### src/design/tape_sense_pkg.sv
// Purpose: Shared constants and carriers for the tape sense status report block.
// Assumes: Sense bytes travel MSB-first with bit 0 as the most significant bit.
// Notes:   Reject codes are six bits wide; most imply the incomplete flag.
package tape_sense_pkg;

  // ----------------------------------------------------------------------
  // Transfer shape
  // ----------------------------------------------------------------------
  localparam int unsigned SHORT_SENSE_LEN    = 8;
  localparam int unsigned EXT_SENSE_LEN      = 32;
  localparam int unsigned STROBE_HIGH_CYCLES = 2;
  localparam int unsigned STROBE_LOW_CYCLES  = 2;

  // ----------------------------------------------------------------------
  // Byte positions within the short sense record
  // ----------------------------------------------------------------------
  localparam logic [4:0] IDX_HARD_RW     = 5'h03;
  localparam logic [4:0] IDX_HARD_CONT   = 5'h04;
  localparam logic [4:0] IDX_REJECT      = 5'h05;
  localparam logic [4:0] IDX_CORRECTED   = 5'h06;
  localparam logic [4:0] IDX_DEAD_TRACK  = 5'h07;

  // Byte positions within the extended record.
  localparam logic [4:0] XIDX_MODE       = 5'h00;
  localparam logic [4:0] XIDX_RETRY      = 5'h01;
  localparam logic [4:0] XIDX_BUF_COUNT  = 5'h02;
  localparam logic [4:0] XIDX_REC_HI     = 5'h03;
  localparam logic [4:0] XIDX_REC_MID    = 5'h04;
  localparam logic [4:0] XIDX_REC_LO     = 5'h05;
  localparam logic [4:0] XIDX_DEAD_FIRST = 5'h06;
  localparam logic [4:0] XIDX_FIRST_ERR  = 5'h07;
  localparam logic [4:0] XIDX_FIRST_RW   = 5'h08;
  localparam logic [4:0] XIDX_DIAG_AID   = 5'h09;

  // ----------------------------------------------------------------------
  // Reject codes
  // ----------------------------------------------------------------------
  localparam logic [5:0] RJ_NONE            = 6'h00;
  localparam logic [5:0] RJ_NOT_READY       = 6'h01;
  localparam logic [5:0] RJ_FILE_PROTECT    = 6'h05;
  localparam logic [5:0] RJ_NO_ERASE        = 6'h06;
  localparam logic [5:0] RJ_ILLEGAL_SEQ     = 6'h07;
  localparam logic [5:0] RJ_NO_READ         = 6'h08;
  localparam logic [5:0] RJ_ID_BURST        = 6'h09;
  localparam logic [5:0] RJ_NO_WRITE        = 6'h0C;
  localparam logic [5:0] RJ_NOISE           = 6'h0F;
  localparam logic [5:0] RJ_CACHE_EMPTY     = 6'h10;
  localparam logic [5:0] RJ_DROPPED_READY   = 6'h11;
  localparam logic [5:0] RJ_AT_BOT          = 6'h13;
  localparam logic [5:0] RJ_LONG_GAP        = 6'h15;
  localparam logic [5:0] RJ_SPEED_TWICE     = 6'h16;
  localparam logic [5:0] RJ_WRONG_DENSITY   = 6'h18;
  localparam logic [5:0] RJ_GAP_DATA        = 6'h1B;
  localparam logic [5:0] RJ_LOST_RECORD     = 6'h1D;
  localparam logic [5:0] RJ_CAL_UNREADABLE  = 6'h1E;
  localparam logic [5:0] RJ_NO_VERIFY_DATA  = 6'h1F;

  // Set bits mark codes that also raise operation incomplete (all starred codes).
  localparam logic [63:0] INCOMPLETE_MAP = 64'h0000_0000_ED33_934C;

  // ----------------------------------------------------------------------
  // Gap limits in feet and reset values
  // ----------------------------------------------------------------------
  localparam int unsigned GAP_LIMIT_PE_FEET  = 25;
  localparam int unsigned GAP_LIMIT_GCR_FEET = 15;
  localparam logic [7:0]  RESET_BYTE         = 8'h00;
  localparam logic [23:0] RESET_RECORD       = 24'h00_0000;

  // ----------------------------------------------------------------------
  // Carriers
  // ----------------------------------------------------------------------
  // Hard error flags in transfer order, first field is bit 0 (MSB).
  typedef struct packed {
    logic tape_mark_write_check;
    logic uncorrectable_error_flag;
    logic partial_record;
    logic multi_track_error_flag;
    logic end_of_data_check_flag;
    logic velocity_error;
    logic crc_error;
    logic bot_before_backward;
    logic pe_write_single_track;
    logic transfer_parity_flag;
    logic overrun;
  } hard_error_type;

  // Detected reject conditions from the command sequencer.
  typedef struct packed {
    logic not_ready;
    logic file_protect_write;
    logic no_erase_status;
    logic illegal_sequence;
    logic no_read_status;
    logic id_burst_unreadable;
    logic no_write_status;
    logic signal_in_gap;
    logic cache_read_empty;
    logic ready_dropped;
    logic backward_at_bot;
    logic speed_change_twice;
    logic wrong_density;
    logic data_in_gap;
    logic lost_written_record;
    logic calibration_unreadable;
    logic no_verify_data;
  } reject_cause_type;

  typedef enum logic [1:0] {
    GAP_NONE = 2'b00,
    GAP_NOM  = 2'b01,
    GAP_P3   = 2'b11,
    GAP_P6   = 2'b10
  } gap_sel_type;

  typedef enum logic [1:0] {
    XF_IDLE  = 2'b00,
    XF_LOAD  = 2'b01,
    XF_HIGH  = 2'b11,
    XF_LOW   = 2'b10
  } xfer_state_type;

endpackage : tape_sense_pkg

### src/design/tape_sense_status_report.sv
// Purpose: Builds sense status bytes and sends them over the read bus.
// Assumes: Event inputs are one-cycle pulses from logic on clk_sys_i.
// Notes:   Flags are sticky until a short or extended sense transfer ends.
`timescale 1ns/1ns
module tape_sense_status_report
  import tape_sense_pkg::*;
#(
  parameter int unsigned CLK_HZ = 10_000_000
) (
  input  wire logic             clk_sys_i,
  input  wire logic             rst_n_i,
  input  wire logic             sense_req_i,
  input  wire logic             ext_sense_req_i,
  input  wire hard_error_type   hard_err_i,
  input  wire reject_cause_type reject_i,
  input  wire logic             diag_mode_i,
  input  wire logic [2:0]       corrected_i,
  input  wire logic             gap_select_i,
  input  wire gap_sel_type      gap_sel_i,
  input  wire logic [8:0]       dead_track_i,
  input  wire logic             gcr_mode_i,
  input  wire logic             interblock_gap_i,
  input  wire logic             cache_data_mode_i,
  input  wire logic             sync_mode_i,
  input  wire logic [7:0]       retry_info_i,
  input  wire logic [7:0]       buf_count_i,
  input  wire logic [7:0]       sense_byte0_i,
  input  wire logic [7:0]       sense_byte1_i,
  input  wire logic [7:0]       sense_byte2_i,
  input  wire logic [7:0]       first_dead_i,
  input  wire logic [7:0]       first_err_i,
  input  wire logic [7:0]       first_rw_i,
  input  wire logic [7:0]       diag_aid_i,
  input  wire logic             record_err_i,
  input  wire logic [23:0]      record_num_i,
  output logic      [7:0]       read_bus_o,
  output logic                  read_parity_o,
  output logic                  read_strobe_o,
  output logic                  sense_busy_o,
  output logic                  hard_error_o,
  output logic                  corrected_error_o
);

  // ----------------------------------------------------------------------
  // Helpers
  // ----------------------------------------------------------------------
  // Bit 0 of the sense layout is the most significant bus bit.
  function automatic logic [7:0] msb_first(input logic [7:0] b);
    logic [7:0] r;
    r = 8'h00;
    for (int i = 0; i < 8; i++) begin
      r[7 - i] = b[i];
    end
    return r;
  endfunction : msb_first

  function automatic logic odd_parity(input logic [7:0] b);
    return ~(^b);
  endfunction : odd_parity

  // Highest-priority reject cause wins; one code fits the byte.
  function automatic logic [5:0] reject_code(input reject_cause_type c);
    logic [5:0] r;
    r = RJ_NONE;
    if (c.not_ready)              r = RJ_NOT_READY;
    else if (c.ready_dropped)     r = RJ_DROPPED_READY;
    else if (c.file_protect_write) r = RJ_FILE_PROTECT;
    else if (c.illegal_sequence)  r = RJ_ILLEGAL_SEQ;
    else if (c.backward_at_bot)   r = RJ_AT_BOT;
    else if (c.speed_change_twice) r = RJ_SPEED_TWICE;
    else if (c.wrong_density)     r = RJ_WRONG_DENSITY;
    else if (c.no_erase_status)   r = RJ_NO_ERASE;
    else if (c.no_read_status)    r = RJ_NO_READ;
    else if (c.no_write_status)   r = RJ_NO_WRITE;
    else if (c.cache_read_empty)  r = RJ_CACHE_EMPTY;
    else if (c.signal_in_gap)     r = RJ_NOISE;
    else if (c.id_burst_unreadable) r = RJ_ID_BURST;
    else if (c.calibration_unreadable) r = RJ_CAL_UNREADABLE;
    else if (c.data_in_gap)       r = RJ_GAP_DATA;
    else if (c.no_verify_data)    r = RJ_NO_VERIFY_DATA;
    else if (c.lost_written_record) r = RJ_LOST_RECORD;
    return r;
  endfunction : reject_code

  // ----------------------------------------------------------------------
  // Interblock gap length watchdog
  // ----------------------------------------------------------------------
  // Tape runs at 100 inches per second at most, so one foot takes 120 ms.
  localparam int unsigned MS_PER_FOOT   = 120;
  localparam longint unsigned CYC_PER_MS = longint'(CLK_HZ) / 1000;
  localparam longint unsigned PE_CYC  = GAP_LIMIT_PE_FEET * MS_PER_FOOT * CYC_PER_MS;
  localparam longint unsigned GCR_CYC = GAP_LIMIT_GCR_FEET * MS_PER_FOOT * CYC_PER_MS;

  logic [31:0] gap_cnt_ff;
  logic        gap_long_ff;
  logic        in_gap;
  logic        long_gap_evt;

  // The sequencer holds interblock_gap_i high while a read or space passes a gap.
  // A wrap of the counter needs minutes in one gap, far past either limit.
  assign in_gap = interblock_gap_i;

  always_ff @(posedge clk_sys_i) begin
    if (!rst_n_i || !in_gap) begin
      gap_cnt_ff  <= 32'h0000_0000;
      gap_long_ff <= 1'b0;
    end else begin
      gap_cnt_ff  <= gap_cnt_ff + 32'h0000_0001;
      gap_long_ff <= (gcr_mode_i ? 64'(gap_cnt_ff) >= GCR_CYC
                                 : 64'(gap_cnt_ff) >= PE_CYC);
    end
  end

  assign long_gap_evt = gap_long_ff;

  // ----------------------------------------------------------------------
  // Sticky status bytes
  // ----------------------------------------------------------------------
  hard_error_type hard_ff;
  logic           reject_ff;
  logic           incomplete_ff;
  logic [5:0]     code_ff;
  logic [2:0]     corr_ff;
  gap_sel_type    gap_ff;
  logic [8:0]     dead_ff;
  logic [23:0]    rec_ff;
  logic           clear_evt;
  logic [5:0]     nxt_code;
  logic           new_reject;

  always_comb begin
    nxt_code = long_gap_evt ? RJ_LONG_GAP : reject_code(reject_i);
    new_reject = (nxt_code != RJ_NONE);
  end

  // Set beats clear: an event in the clearing cycle survives.
  // Only the first reject cause is kept, since later ones tend to hide the root cause.
  always_ff @(posedge clk_sys_i) begin
    if (!rst_n_i) begin
      hard_ff <= '0;
    end else begin
      hard_ff <= (clear_evt ? '0 : hard_ff) | hard_err_i;
    end
  end

  always_ff @(posedge clk_sys_i) begin
    if (!rst_n_i) begin
      reject_ff     <= 1'b0;
      incomplete_ff <= 1'b0;
      code_ff       <= RJ_NONE;
    end else if (new_reject && code_ff == RJ_NONE || new_reject && clear_evt) begin
      reject_ff     <= 1'b1;
      code_ff       <= nxt_code;
      incomplete_ff <= INCOMPLETE_MAP[nxt_code];
    end else if (clear_evt) begin
      reject_ff     <= 1'b0;
      incomplete_ff <= 1'b0;
      code_ff       <= RJ_NONE;
    end
  end

  always_ff @(posedge clk_sys_i) begin
    if (!rst_n_i) begin
      corr_ff <= 3'b000;
    end else if (|corrected_i) begin
      corr_ff <= corrected_i;
    end else if (clear_evt) begin
      corr_ff <= 3'b000;
    end
  end

  // Gap choice persists; it describes the last extended write, not an error.
  always_ff @(posedge clk_sys_i) begin
    if (!rst_n_i) begin
      gap_ff <= GAP_NONE;
    end else if (gap_select_i) begin
      gap_ff <= gap_sel_i;
    end
  end

  always_ff @(posedge clk_sys_i) begin
    if (!rst_n_i) begin
      dead_ff <= 9'h000;
    end else begin
      dead_ff <= (clear_evt ? 9'h000 : dead_ff) | dead_track_i;
    end
  end

  always_ff @(posedge clk_sys_i) begin
    if (!rst_n_i) begin
      rec_ff <= RESET_RECORD;
    end else if (record_err_i) begin
      rec_ff <= record_num_i;
    end
  end

  // ----------------------------------------------------------------------
  // Byte assembly, msb_first layouts written bit 7 first
  // ----------------------------------------------------------------------
  logic [7:0] byte3;
  logic [7:0] byte4;
  logic [7:0] byte5;
  logic [7:0] byte6;
  logic [7:0] byte7;

  always_comb begin
    byte3 = msb_first({hard_ff.crc_error, hard_ff.velocity_error,
                       hard_ff.end_of_data_check_flag, 1'b0,
                       hard_ff.multi_track_error_flag, hard_ff.partial_record,
                       hard_ff.uncorrectable_error_flag,
                       hard_ff.tape_mark_write_check});
    byte4 = msb_first({hard_ff.overrun, incomplete_ff, hard_ff.transfer_parity_flag,
                       reject_ff, 1'b0, hard_ff.pe_write_single_track, 1'b0,
                       hard_ff.bot_before_backward});
    byte5 = {diag_mode_i, 1'b0, code_ff};
    byte6 = msb_first({dead_ff[8], 1'b0, gap_ff == GAP_P6, gap_ff == GAP_P3,
                       gap_ff == GAP_NOM, corr_ff[2], corr_ff[1], corr_ff[0]});
    byte7 = msb_first(dead_ff[7:0]);
  end

  // ----------------------------------------------------------------------
  // Read bus sequencer
  // ----------------------------------------------------------------------
  xfer_state_type state_ff;
  logic           ext_ff;
  logic [4:0]     idx_ff;
  logic [1:0]     tick_ff;
  logic [7:0]     sel_byte;
  logic           last_byte;

  always_comb begin
    sel_byte = RESET_BYTE;
    if (!ext_ff) begin
      case (idx_ff)
        5'h00:          sel_byte = sense_byte0_i;
        5'h01:          sel_byte = sense_byte1_i;
        5'h02:          sel_byte = sense_byte2_i;
        IDX_HARD_RW:    sel_byte = byte3;
        IDX_HARD_CONT:  sel_byte = byte4;
        IDX_REJECT:     sel_byte = byte5;
        IDX_CORRECTED:  sel_byte = byte6;
        IDX_DEAD_TRACK: sel_byte = byte7;
        default:        sel_byte = RESET_BYTE;
      endcase
    end else begin
      case (idx_ff)
        XIDX_MODE:       sel_byte = {6'h00, cache_data_mode_i, sync_mode_i};
        XIDX_RETRY:      sel_byte = retry_info_i;
        XIDX_BUF_COUNT:  sel_byte = buf_count_i;
        XIDX_REC_HI:     sel_byte = rec_ff[23:16];
        XIDX_REC_MID:    sel_byte = rec_ff[15:8];
        XIDX_REC_LO:     sel_byte = rec_ff[7:0];
        XIDX_DEAD_FIRST: sel_byte = first_dead_i;
        XIDX_FIRST_ERR:  sel_byte = first_err_i;
        XIDX_FIRST_RW:   sel_byte = first_rw_i;
        XIDX_DIAG_AID:   sel_byte = diag_aid_i;
        default:         sel_byte = RESET_BYTE;
      endcase
    end
    last_byte = ext_ff ? (idx_ff == 5'(EXT_SENSE_LEN - 1))
                       : (idx_ff == 5'(SHORT_SENSE_LEN - 1));
  end

  // The load cycle follows the low phase, so strobes stand three low cycles apart.
  assign clear_evt = (state_ff == XF_LOW) && last_byte && (tick_ff == 2'b00);

  always_ff @(posedge clk_sys_i) begin
    if (!rst_n_i) begin
      state_ff      <= XF_IDLE;
      ext_ff        <= 1'b0;
      idx_ff        <= 5'h00;
      tick_ff       <= 2'b00;
      read_bus_o    <= RESET_BYTE;
      read_parity_o <= 1'b0;
      read_strobe_o <= 1'b0;
      sense_busy_o  <= 1'b0;
    end else begin
      case (state_ff)
        XF_IDLE: begin
          if (sense_req_i || ext_sense_req_i) begin
            ext_ff       <= ext_sense_req_i && !sense_req_i;
            idx_ff       <= 5'h00;
            sense_busy_o <= 1'b1;
            state_ff     <= XF_LOAD;
          end
        end
        XF_LOAD: begin
          read_bus_o    <= sel_byte;
          read_parity_o <= odd_parity(sel_byte);
          tick_ff       <= 2'(STROBE_HIGH_CYCLES - 1);
          state_ff      <= XF_HIGH;
        end
        XF_HIGH: begin
          read_strobe_o <= 1'b1;
          if (tick_ff == 2'b00) begin
            tick_ff  <= 2'(STROBE_LOW_CYCLES - 1);
            state_ff <= XF_LOW;
          end else begin
            tick_ff <= tick_ff - 2'b01;
          end
        end
        XF_LOW: begin
          read_strobe_o <= 1'b0;
          if (tick_ff != 2'b00) begin
            tick_ff <= tick_ff - 2'b01;
          end else if (last_byte) begin
            sense_busy_o <= 1'b0;
            state_ff     <= XF_IDLE;
          end else begin
            idx_ff   <= idx_ff + 5'h01;
            state_ff <= XF_LOAD;
          end
        end
        default: state_ff <= XF_IDLE;
      endcase
    end
  end

  // ----------------------------------------------------------------------
  // Status lines
  // ----------------------------------------------------------------------
  always_ff @(posedge clk_sys_i) begin
    if (!rst_n_i) begin
      hard_error_o      <= 1'b0;
      corrected_error_o <= 1'b0;
    end else begin
      hard_error_o      <= (|byte3) || (|byte4);
      corrected_error_o <= |corr_ff;
    end
  end

endmodule : tape_sense_status_report

### config.mk
export PLATFORM = sky130hd
export DESIGN_NAME = tape_sense_status_report
export DESIGN_NICKNAME = d
export VERILOG_FILES = /design/src/design/tape_sense_pkg.sv /design/src/design/tape_sense_status_report.sv
export SDC_FILE = /design/constraint.sdc
export NUM_CORES = 1
export LEC_CHECK = 0
export ABC_CLOCK_PERIOD_IN_PS = 6800
export BUFFER_PORTS_ARGS = -buffer_cell sky130_fd_sc_hd__buf_4
export CORE_MARGIN = 8
export CORE_UTILIZATION = 35
export DETAILED_ROUTE_END_ITERATION = 10
export PLACE_DENSITY_LB_ADDON = 0.3
export SLEW_MARGIN = 20
export SYNTH_ARGS = -nofsm -noshare
export SYNTH_HDL_FRONTEND = slang
export SYNTH_SLANG_ARGS = --single-unit
### constraint.sdc
create_clock -name clk_sys_i -period 6.8 [get_ports clk_sys_i]
set_input_delay 1.36 -clock clk_sys_i [delete_from_list [all_inputs] [get_ports clk_sys_i]]
set_output_delay 1.36 -clock clk_sys_i [all_outputs]
set_load 0.01 [all_outputs]
Yosys cells after proc, flatten, opt, wreduce, memory -nomap -nowiden --
Memory sizes are Yosys's and may differ from the RTL's. Index checks and enable logic that the tools add are counted.
Word-level totals: bits of input ports 149, word-level logic and storage cells 145, bits in read-only memories 64, bits in registers 113, output and inout bits 13, memories kept 1
Operators by class: $lt $le $gt $ge 3, reductions and logical operators 33, muxes and demuxes 50, $add $sub $neg 3, bitwise gates (word level) 3, equal/unequal tests 22
Memory list:
- (name not given) | depth 64, bits a word 1, read ports 1, clocked after memory_dff 0, write ports 0, line tape_sense_status_report.sv:154 | incomplete_ff <= INCOMPLETE_MAP[nxt_code];
Operators with widths (count):
- $mux W5 | 20
- $pmux W8 S10 | 1
- $ge A32 B25 Y1 const B | 2
- $pmux W8 S8 | 1
- $add A32 B1 Y32 const B | 1
- $eq A5 B3 Y1 const B | 4
- $mux W6 | 3
- $mux W11 | 1
- $or A11 B11 Y11 | 1
- $eq A5 B2 Y1 const B | 2
- $eq A5 B4 Y1 const B | 2
- $mux W1 | 10
- $mux W2 | 5
- $ne A2 B2 Y1 const B | 5
- $pmux W5 S2 | 1
- $reduce_bool A2 Y1 | 5
- $mux W9 | 1
- $or A9 B9 Y9 | 1
- $eq A2 B2 Y1 const B | 4
- $mux W8 | 1
- $pmux W2 S4 | 1
- $reduce_and A4 Y1 | 2
- $reduce_xor A8 Y1 | 1
- $lt A6 B7 Y1 const B | 1
- 23 further kinds | 38

Logic depth before layout (Yosys ltp) --
Gate-level depths: netlist of run 1.
depth after elaboration 22, depth in mapped cells 11, mapped depth without buffers 10

Worst setup path after synthesis of run 1 --
No wires, ideal clock.
path kind input port to flip-flop, from input reject_i[2] in the netlist's numbering, to register incomplete_ff, library setup time 117 ps, required time 6683 ps, cell stages on the path 8, data arrival time 3228 ps, setup slack 3455 ps, buffers on the path 0, cell sequence or4_1 -> a21oi_1 -> o41ai_1 -> a221oi_1 -> nand3_1 -> o31ai_2 -> nor2_1 -> a32o_1
Between the ends: cells in the longest elaborated chain, start to end 22, elaborated cells between the ends (all ways) 26, those cells by class mux: 20; reduce/logical: 5; memory: 1
Ends and longest elaborated chain:
- start, declared | line tape_sense_status_report.sv:15 | input wire reject_cause_type reject_i,
- $mux W5 * | line tape_sense_status_report.sv:81 | else if (c.lost_written_record) r = RJ_LOST_RECORD;
- $mux W5 * | line tape_sense_status_report.sv:80 | else if (c.no_verify_data) r = RJ_NO_VERIFY_DATA;
- $mux W5 * | line tape_sense_status_report.sv:79 | else if (c.data_in_gap) r = RJ_GAP_DATA;
- $mux W5 * | line tape_sense_status_report.sv:78 | else if (c.calibration_unreadable) r = RJ_CAL_UNREADABLE;
- $mux W5 * | line tape_sense_status_report.sv:77 | else if (c.id_burst_unreadable) r = RJ_ID_BURST;
- $mux W5 * | line tape_sense_status_report.sv:76 | else if (c.signal_in_gap) r = RJ_NOISE;
- $mux W5 * | line tape_sense_status_report.sv:75 | else if (c.cache_read_empty) r = RJ_CACHE_EMPTY;
- $mux W5 * | line tape_sense_status_report.sv:74 | else if (c.no_write_status) r = RJ_NO_WRITE;
- [... 3 more ...]
- $mux W5 * | line tape_sense_status_report.sv:70 | else if (c.speed_change_twice) r = RJ_SPEED_TWICE;
- $mux W5 * | line tape_sense_status_report.sv:69 | else if (c.backward_at_bot) r = RJ_AT_BOT;
- $mux W5 * | line tape_sense_status_report.sv:68 | else if (c.illegal_sequence) r = RJ_ILLEGAL_SEQ;
- $mux W5 * | line tape_sense_status_report.sv:67 | else if (c.file_protect_write) r = RJ_FILE_PROTECT;
- $mux W5 * | line tape_sense_status_report.sv:66 | else if (c.ready_dropped) r = RJ_DROPPED_READY;
- $mux W5 * | line tape_sense_status_report.sv:65 | if (c.not_ready) r = RJ_NOT_READY;
- $mux W6 * | line tape_sense_status_report.sv:132 | nxt_code = long_gap_evt ? RJ_LONG_GAP : reject_code(reject_i);
- branches (longest 4 deep; another with $mem_v2 Z64 W1)
- end signal, assigned | line tape_sense_status_report.sv:154
- end, declared | line tape_sense_status_report.sv:121 | logic incomplete_ff;
Mark *: on every way between the ends. The select of a mux whose other input is x is not followed. A chain may end at the register's enable or synchronous reset.

Final worst setup path of run 1 --
Same ends and word-level chain as after synthesis.

==> results of run 1 <==
area by class of cell:
cell class / count / area, sq um / area share, %
inverters: 15 / 56.30 / 0.7447
multi-input cells: 518 / 3374 / 44.63
clock buffers: 10 / 239.0 / 3.161
clock inverters: 6 / 112.6 / 1.489
well taps: 220 / 275.3 / 3.641
repair buffers: 168 / 1261 / 16.68
flip-flops and latches: 112 / 2242 / 29.65
logic make-up after synthesis:
family          synth area share (%)
mux                            5.765
fa+ha+maj                      2.357
buf+inv                        3.879
simple gates                   22.37
compound gates                 23.02
xor+xnor                       4.201
flops                          38.41
cell usage after synthesis, drive strengths merged (2+ instances only):
master / count / area [sq um]
o211ai: 3 / 22.52
nor2b: 4 / 25.02
a31oi: 8 / 50.05
o21ai: 20 / 100.1
a211o: 4 / 35.03
a311oi: 5 / 43.79
a221oi: 2 / 17.52
nand3: 26 / 130.1
mux2: 5 / 56.30
dfxtp: 112 / 2242
or3: 4 / 25.02
a211oi: 11 / 87.58
nor2: 124 / 465.5
nand2: 35 / 133.9
and3: 16 / 100.1
o211a: 4 / 40.04
o21a: 6 / 45.04
a41oi: 3 / 26.28
and4bb: 2 / 25.02
inv: 15 / 56.30
ha: 11 / 137.6
a222oi: 8 / 80.08
nor3: 15 / 75.07
a31o: 2 / 17.52
a2bb2oi: 2 / 17.52
o31ai: 5 / 42.54
a21boi: 2 / 15.01
nor4bb: 6 / 105.1
nand4: 6 / 37.54
mux2i: 28 / 280.3
xor2: 21 / 183.9
a21oi: 40 / 200.2
a22o: 4 / 35.03
nor4b: 4 / 68.81
nand2b: 2 / 12.51
xnor2: 7 / 61.31
a22oi: 44 / 335.3
nor4: 10 / 62.56
clkbuf: 18 / 67.56
or4: 2 / 15.01
buf: 18 / 102.6
a32oi: 2 / 17.52
state kept, by name, indices dropped and copies added, names as in the netlist, 4 cells and up:
register / cells
dead_ff: 9
byte4: 4
read_bus_o: 8
idx_ff: 5
byte3: 7
code_ff: 5
rec_ff: 24
gap_cnt_ff: 32
critical path, delay by kind of cell:
family | cells | cell delay, ns
AOI/OAI and AO/OA | 5 | 1.35
buffers and inverters | 1 | 0.12
and+or+nand+nor | 3 | 0.77
routing by layer:
layer  up-vias  part of all wire, %
met3        33                  7.1
li1       2816                    -
met5         -                    0
met1      2606                   47
met4         0                  2.7
met2       216                   43
stage by stage:
stage	hold slack, ns	utilization (%)	cell area, sq um	instances
floorplan	0.4453	-	5838	681
global placement	0.4606	43.75	7204	1033
detailed placement	0.4671	43.77	7207	1033
CTS	0.4878	45.90	7559	1049
global route	0.5008	45.92	7561	1049
finish	0.4847	45.92	7561	1049
power groups by stage:
stage,Clock (mW),Sequential [mW],Combinational [mW]
6_report,0.625,0.721,0.235
5_1_grt,0.663,0.725,0.262
2_1_floorplan,0,0.726,0.121
4_1_cts,0.642,0.720,0.236
3_3_place_gp,0,0.735,0.233
3_5_place_dp,0,0.735,0.235
placed cells by master, fill, tap and decap left out, types with 9 or more instances in the layout:
cell,n
nand2_1,33
xor2_1,21
nor4_1,10
o21ai_0,20
and3_1,16
clkbuf_16,9
ha_1,11
nand3_1,26
a22oi_1,43
dfxtp_1,112
inv_1,14
nor3_1,15
a21oi_1,40
a211oi_1,10
buf_4,168
nor2_1,124
mux2i_1,28
worst min-delay path by stage:
stage	start	to	cells past startpoint
after detailed placement	dead_ff[5]	dead_ff[5]	2
after floorplan	code_ff[2]	code_ff[2]	2
final	dead_ff[5]	dead_ff[5]	2
after CTS	dead_ff[5]	dead_ff[5]	2
after global routing	dead_ff[5]	dead_ff[5]	2
after global placement	dead_ff[5]	dead_ff[5]	2
==> results.json, run 1 <==
{
  "gp_congestion": 0.8342,
  "p_int_mw": 1.188,
  "startpoint": "reject_i[2]",
  "synthArstFlopShare_pct": 0,
  "combPwrFrac_pct": 14.9,
  "drive_above_1_share_pct": 24.85,
  "drc": 0,
  "wl_per_cell_microns": 17.62,
  "finalClockSkew_ns": 0.006168,
  "ir_worst_vdd_v": 0.0001350,
  "crit_type": "in -> reg",
  "yosys_warnings": 0,
  "numCtsBuffers": 9,
  "power_mw": 1.581,
  "finalSetupViolCount": 0,
  "root_buffer": "clkbuf_16",
  "finalMaxSlewViolations": 0,
  "synth_edf_count": 0,
  "p_clk_share_pct": 39.5,
  "drtIter0Drc": 390,
  "cts_hold_buf": 0,
  "place_hpwl_microns": 13880,
  "cp-end-kind": "flip-flop",
  "fmax_mhz": 298.4,
  "cpMaxStageDelayCell": "or4_1",
  "yosysSeqAreaShare_pct": 38.41,
  "synth_seq_cells": 112,
  "p_leak_nw": 3.122,
  "route.antenna.remaining_nets": 0,
  "cts_sinks": 112,
  "synth_cells": 681,
  "core_region_area_sq_um": 16470,
  "p_per_area_nw_per_um2": 209.1,
  "grt_overflow": 0,
  "clkLatencyLatePin_ns": 0.35,
  "min_period_ns": 3.351,
  "met1_usage_pct": 22.55,
  "rsz0062_at_grt": "false",
  "yosysUniqueCellTypes": 67,
  "reg2reg_slack_ns": 3.48,
  "antenna_found_initial": 0,
  "use_met2_pct": 25.96,
  "rr_worst_depth": 8,
  "max_stage_delay_ns": 0.55,
  "syn_nets": 841,
  "antennaDiodeCount": 0,
  "die_h_microns": 145.2,
  "syn_area_sq_um": 5838,
  "pre_cts_slack_ns": 3.098,
  "arrival_ns": 3.60,
  "clk_pin_slew_ns": 0.07,
  "grt_pass1_wl_microns": 29340,
  "reg2reg_to": "read_parity_o",
  "fillCellCount": 1648,
  "setup.worst_path.end": "incomplete_ff",
  "hold_viol_final": 0,
  "layout_setup_ws_ns": 3.449,
  "switching_share_pct": 24.88,
  "path_cells": "buf_4, or4_1, a21oi_1, o41ai_1, a221oi_1, nand3_1, o31ai_2, nor2_1, a32o_1",
  "syn2layout_area_growth_pct": 29.51,
  "wirelength_microns": 18480,
  "die_w_microns": 145.2,
  "use_met3_pct": 4.726,
  "fin_crit_sh_pct": 49.29,
  "slew_headroom_pct": 35.17,
  "synthFlopType": "dfxtp_1",
  "worstReg2RegStart": "idx_ff[2]",
  "switching_power_uw": 393.3,
  "htreeDepth": 3,
  "port_buffers": 161,
  "power_frac_seq_pct": 45.6,
  "dr.pass1.iters": 4,
  "crit_fanout": 5,
  "crit_path_start_kind": "input pin",
  "rows": 47,
  "nNetsFinal": 984,
  "postCtsSetupBuffers": 0,
  "cts_tree": "built",
  "tns_ns": 0,
  "grt-busiest-layer": "met2",
  "io_pins": 162,
  "grt_start_max_net_pins": 76,
  "cap_violations": 0,
  "holdCritPathClass": "reg -> reg",
  "required_ns": 7.05,
  "viasPerCell": 5.406,
  "avgSynthCellArea_sq_um": 8.573,
  "track_usage_pct": 17.15,
  "initial_utilization_pct": 35.46,
  "vias": 5671,
  "die_area_sq_um": 21070,
  "status": "complete, no violations",
  "cts_resized": 0,
  "grt_pass1_vias": 5406,
  "cts_max_path_buffers": 2,
  "worst_pin_slew_ns": 0.9709
}
Note: power is estimated with default switching activity, not from simulation.
==> run 2: changes to the inputs <==
--- a/config.mk
+++ b/config.mk
@@ -5,7 +5,7 @@
 export SDC_FILE = /design/constraint.sdc
 export NUM_CORES = 1
 export LEC_CHECK = 0
-export ABC_CLOCK_PERIOD_IN_PS = 6800
+export ABC_CLOCK_PERIOD_IN_PS = 3000
 export BUFFER_PORTS_ARGS = -buffer_cell sky130_fd_sc_hd__buf_4
 export CORE_MARGIN = 8
 export CORE_UTILIZATION = 35
==> constraint.sdc (replaced) <==
create_clock -name clk_sys_i -period 3 [get_ports clk_sys_i]
set_input_delay 0.6 -clock clk_sys_i [delete_from_list [all_inputs] [get_ports clk_sys_i]]
set_output_delay 0.6 -clock clk_sys_i [all_outputs]
set_load 0.01 [all_outputs]
==> run 2 against run 1 <==
  * Wire length up 1.3%
  * Setup slack lost 3.3 ns
  * Non-clock buffer count increased by 21
  * Clock power rose by 84%
  * Sequential power grew 130%
  * Worst hold slack worse by 0.037 ns
  * Power up 110%
  * Combinational power is 140% higher
  * Flip-flop and latch count unchanged
  * Final cell count is 2.0% higher
  * Global-route usage is essentially flat
  * Sequential share of layout area is 0.39 points lower
==> results.json, run 2 (synthesized netlist as in run 1, its figures left out) <==
{
  "antenna_found_initial": 0,
  "largest_reg_flops": 32,
  "route.antenna.remaining_nets": 0,
  "vias": 5757,
  "finalClockSkew_ns": 0.007487,
  "cpMaxStageDelayCell": "dfxtp_2",
  "rows": 47,
  "dr.pass1.iters": 5,
  "crit_fanout": 16,
  "arrival_ns": 3.07,
  "antennaDiodeCount": 0,
  "track_usage_pct": 17.18,
  "cp-end-kind": "flip-flop",
  "cts_hold_buf": 0,
  "cts_tree": "built",
  "htreeDepth": 3,
  "holdCritPathClass": "in -> reg",
  "status": "complete, no violations",
  "die_w_microns": 145.2,
  "reg_top3": "gap_cnt_ff x32, rec_ff x24, dead_ff x9",
  "clkLatencyLatePin_ns": 0.35,
  "place_hpwl_microns": 14590,
  "core_region_area_sq_um": 16470,
  "grt_pass1_wl_microns": 29790,
  "clk_pin_slew_ns": 0.08,
  "finalSetupViolCount": 0,
  "layout_commonest_cell": "buf_4",
  "layout_common_cells": "buf_4 (188), nor2_1 (124), dfxtp_1 (108)",
  "cts_max_path_buffers": 2,
  "p_leak_nw": 3.196,
  "die_area_sq_um": 21070,
  "grt_overflow": 0,
  "finalMaxSlewViolations": 0,
  "rsz0062_at_grt": "false",
  "tns_ns": 0,
  "placed_area_sq_um": 7375,
  "postCtsSetupBuffers": 0,
  "hold_viol_final": 0,
  "gp_congestion": 0.8535,
  "drc": 0,
  "max_stage_delay_ns": 0.37,
  "ir_worst_vdd_v": 0.0002861,
  "slew_headroom_pct": 57.26,
  "design_area_sq_um": 7680,
  "die_h_microns": 145.2,
  "required_ns": 3.26,
  "nNetsFinal": 1005,
  "power_mw": 3.335,
  "drive_above_1_share_pct": 27.41,
  "largest_register": "gap_cnt_ff",
  "p_per_area_nw_per_um2": 434.2,
  "io_pins": 162,
  "drtIter0Drc": 381,
  "grt_start_max_net_pins": 43,
  "initial_utilization_pct": 35.46,
  "viasPerCell": 5.380,
  "finalHoldWorstSlack_ns": 0.4476,
  "path_cells": "inv_1, ha_1, nor4b_2, buf_4, a222oi_1, and3_1, a21boi_1, a211o_1, a211oi_2, a211oi_1, o32ai_1",
  "grt_pass1_vias": 5668,
  "wirelength_microns": 18720,
  "cap_violations": 0,
  "crit_type": "reg -> reg",
  "crit_path_start_kind": "flip-flop",
  "numCtsBuffers": 9,
  "worst_pin_slew_ns": 0.6401,
  "cts_sinks": 112,
  "root_buffer": "clkbuf_16",
  "syn2layout_area_growth_pct": 31.55,
  "wl_per_cell_microns": 17.49,
  "fmax_mhz": 356.6,
  "fin_crit_sh_pct": 93.49,
  "port_buffers": 161,
  "min_period_ns": 2.805
}
-- run 2: repair_timing --
item,CTS,global route
endpoints found under the hold margin,0,0
resized for setup,0,10
endpoints found under the setup margin,0,1
-- run 2: path summary, 6_finish.rpt --
kind | cells after the start | endpoint | slack (ns) | start
setup / recovery | 11 | read_parity_o | 0.20 | idx_ff[1]
hold / removal | 3 | byte3[6] | 0.45 | hard_err_i[9]
hold reg to reg | 2 | reject_ff | 0.50 | reject_ff
setup reg to reg | 11 | read_parity_o | 0.20 | idx_ff[1]
-- run 2: per-layer routing --
layer	vias up	wire, microns	global-route usage (%)
met5	-	0	0
met4	0	340	6.403
met3	24	1439	3.980
met1	2648	8682	22.88
li1	2853	-	-
met2	232	8253	26.52
-- run 2: final cells by class --
type,count,area [sq um]
Fill cell,1650,8786
Multi-Input combinational cell,518,3390
Sequential cell,112,2247
Timing Repair Buffer,189,1431
Tap cell,220,275.3
Clock buffer,9,225.2
Inverter,15,56.30
Clock inverter,7,55.05
-- run 2: through the flow --
stage          utilization [%]  setup WS (ns)  cells
6_report                 46.64         0.1953   1070
5_1_grt                  46.64        0.01001   1070
4_1_cts                  46.49         0.1310   1070
3_5_place_dp             44.79         0.1464   1054
3_3_place_gp             44.79         0.2340   1054
2_1_floorplan                -         0.4146    681
-- run 2: power by group --
| group | total, mW | internal [mW] | leakage [nW] | switching [mW] |
|---|---|---|---|---|
| logic | 0.554 | 0.295 | 2.14 | 0.259 |
| registers | 1.63 | 1.56 | 0.922 | 0.0706 |
| clock network | 1.15 | 0.573 | 0.131 | 0.573 |
| total | 3.33 | 2.43 | 3.20 | 0.903 |
-- run 2: worst max-delay path, delay by kind of cell (launching register included) --
| family | cells | cell delay, ns |
|---|---|---|
| flip-flops | 1 | 0.37 |
| AND/OR/NAND/NOR | 2 | 0.42 |
| buffers and inverters | 2 | 0.29 |
| AO/OA/AOI/OAI | 6 | 1.39 |
| adder cells (fa/ha/maj) | 1 | 0.25 |
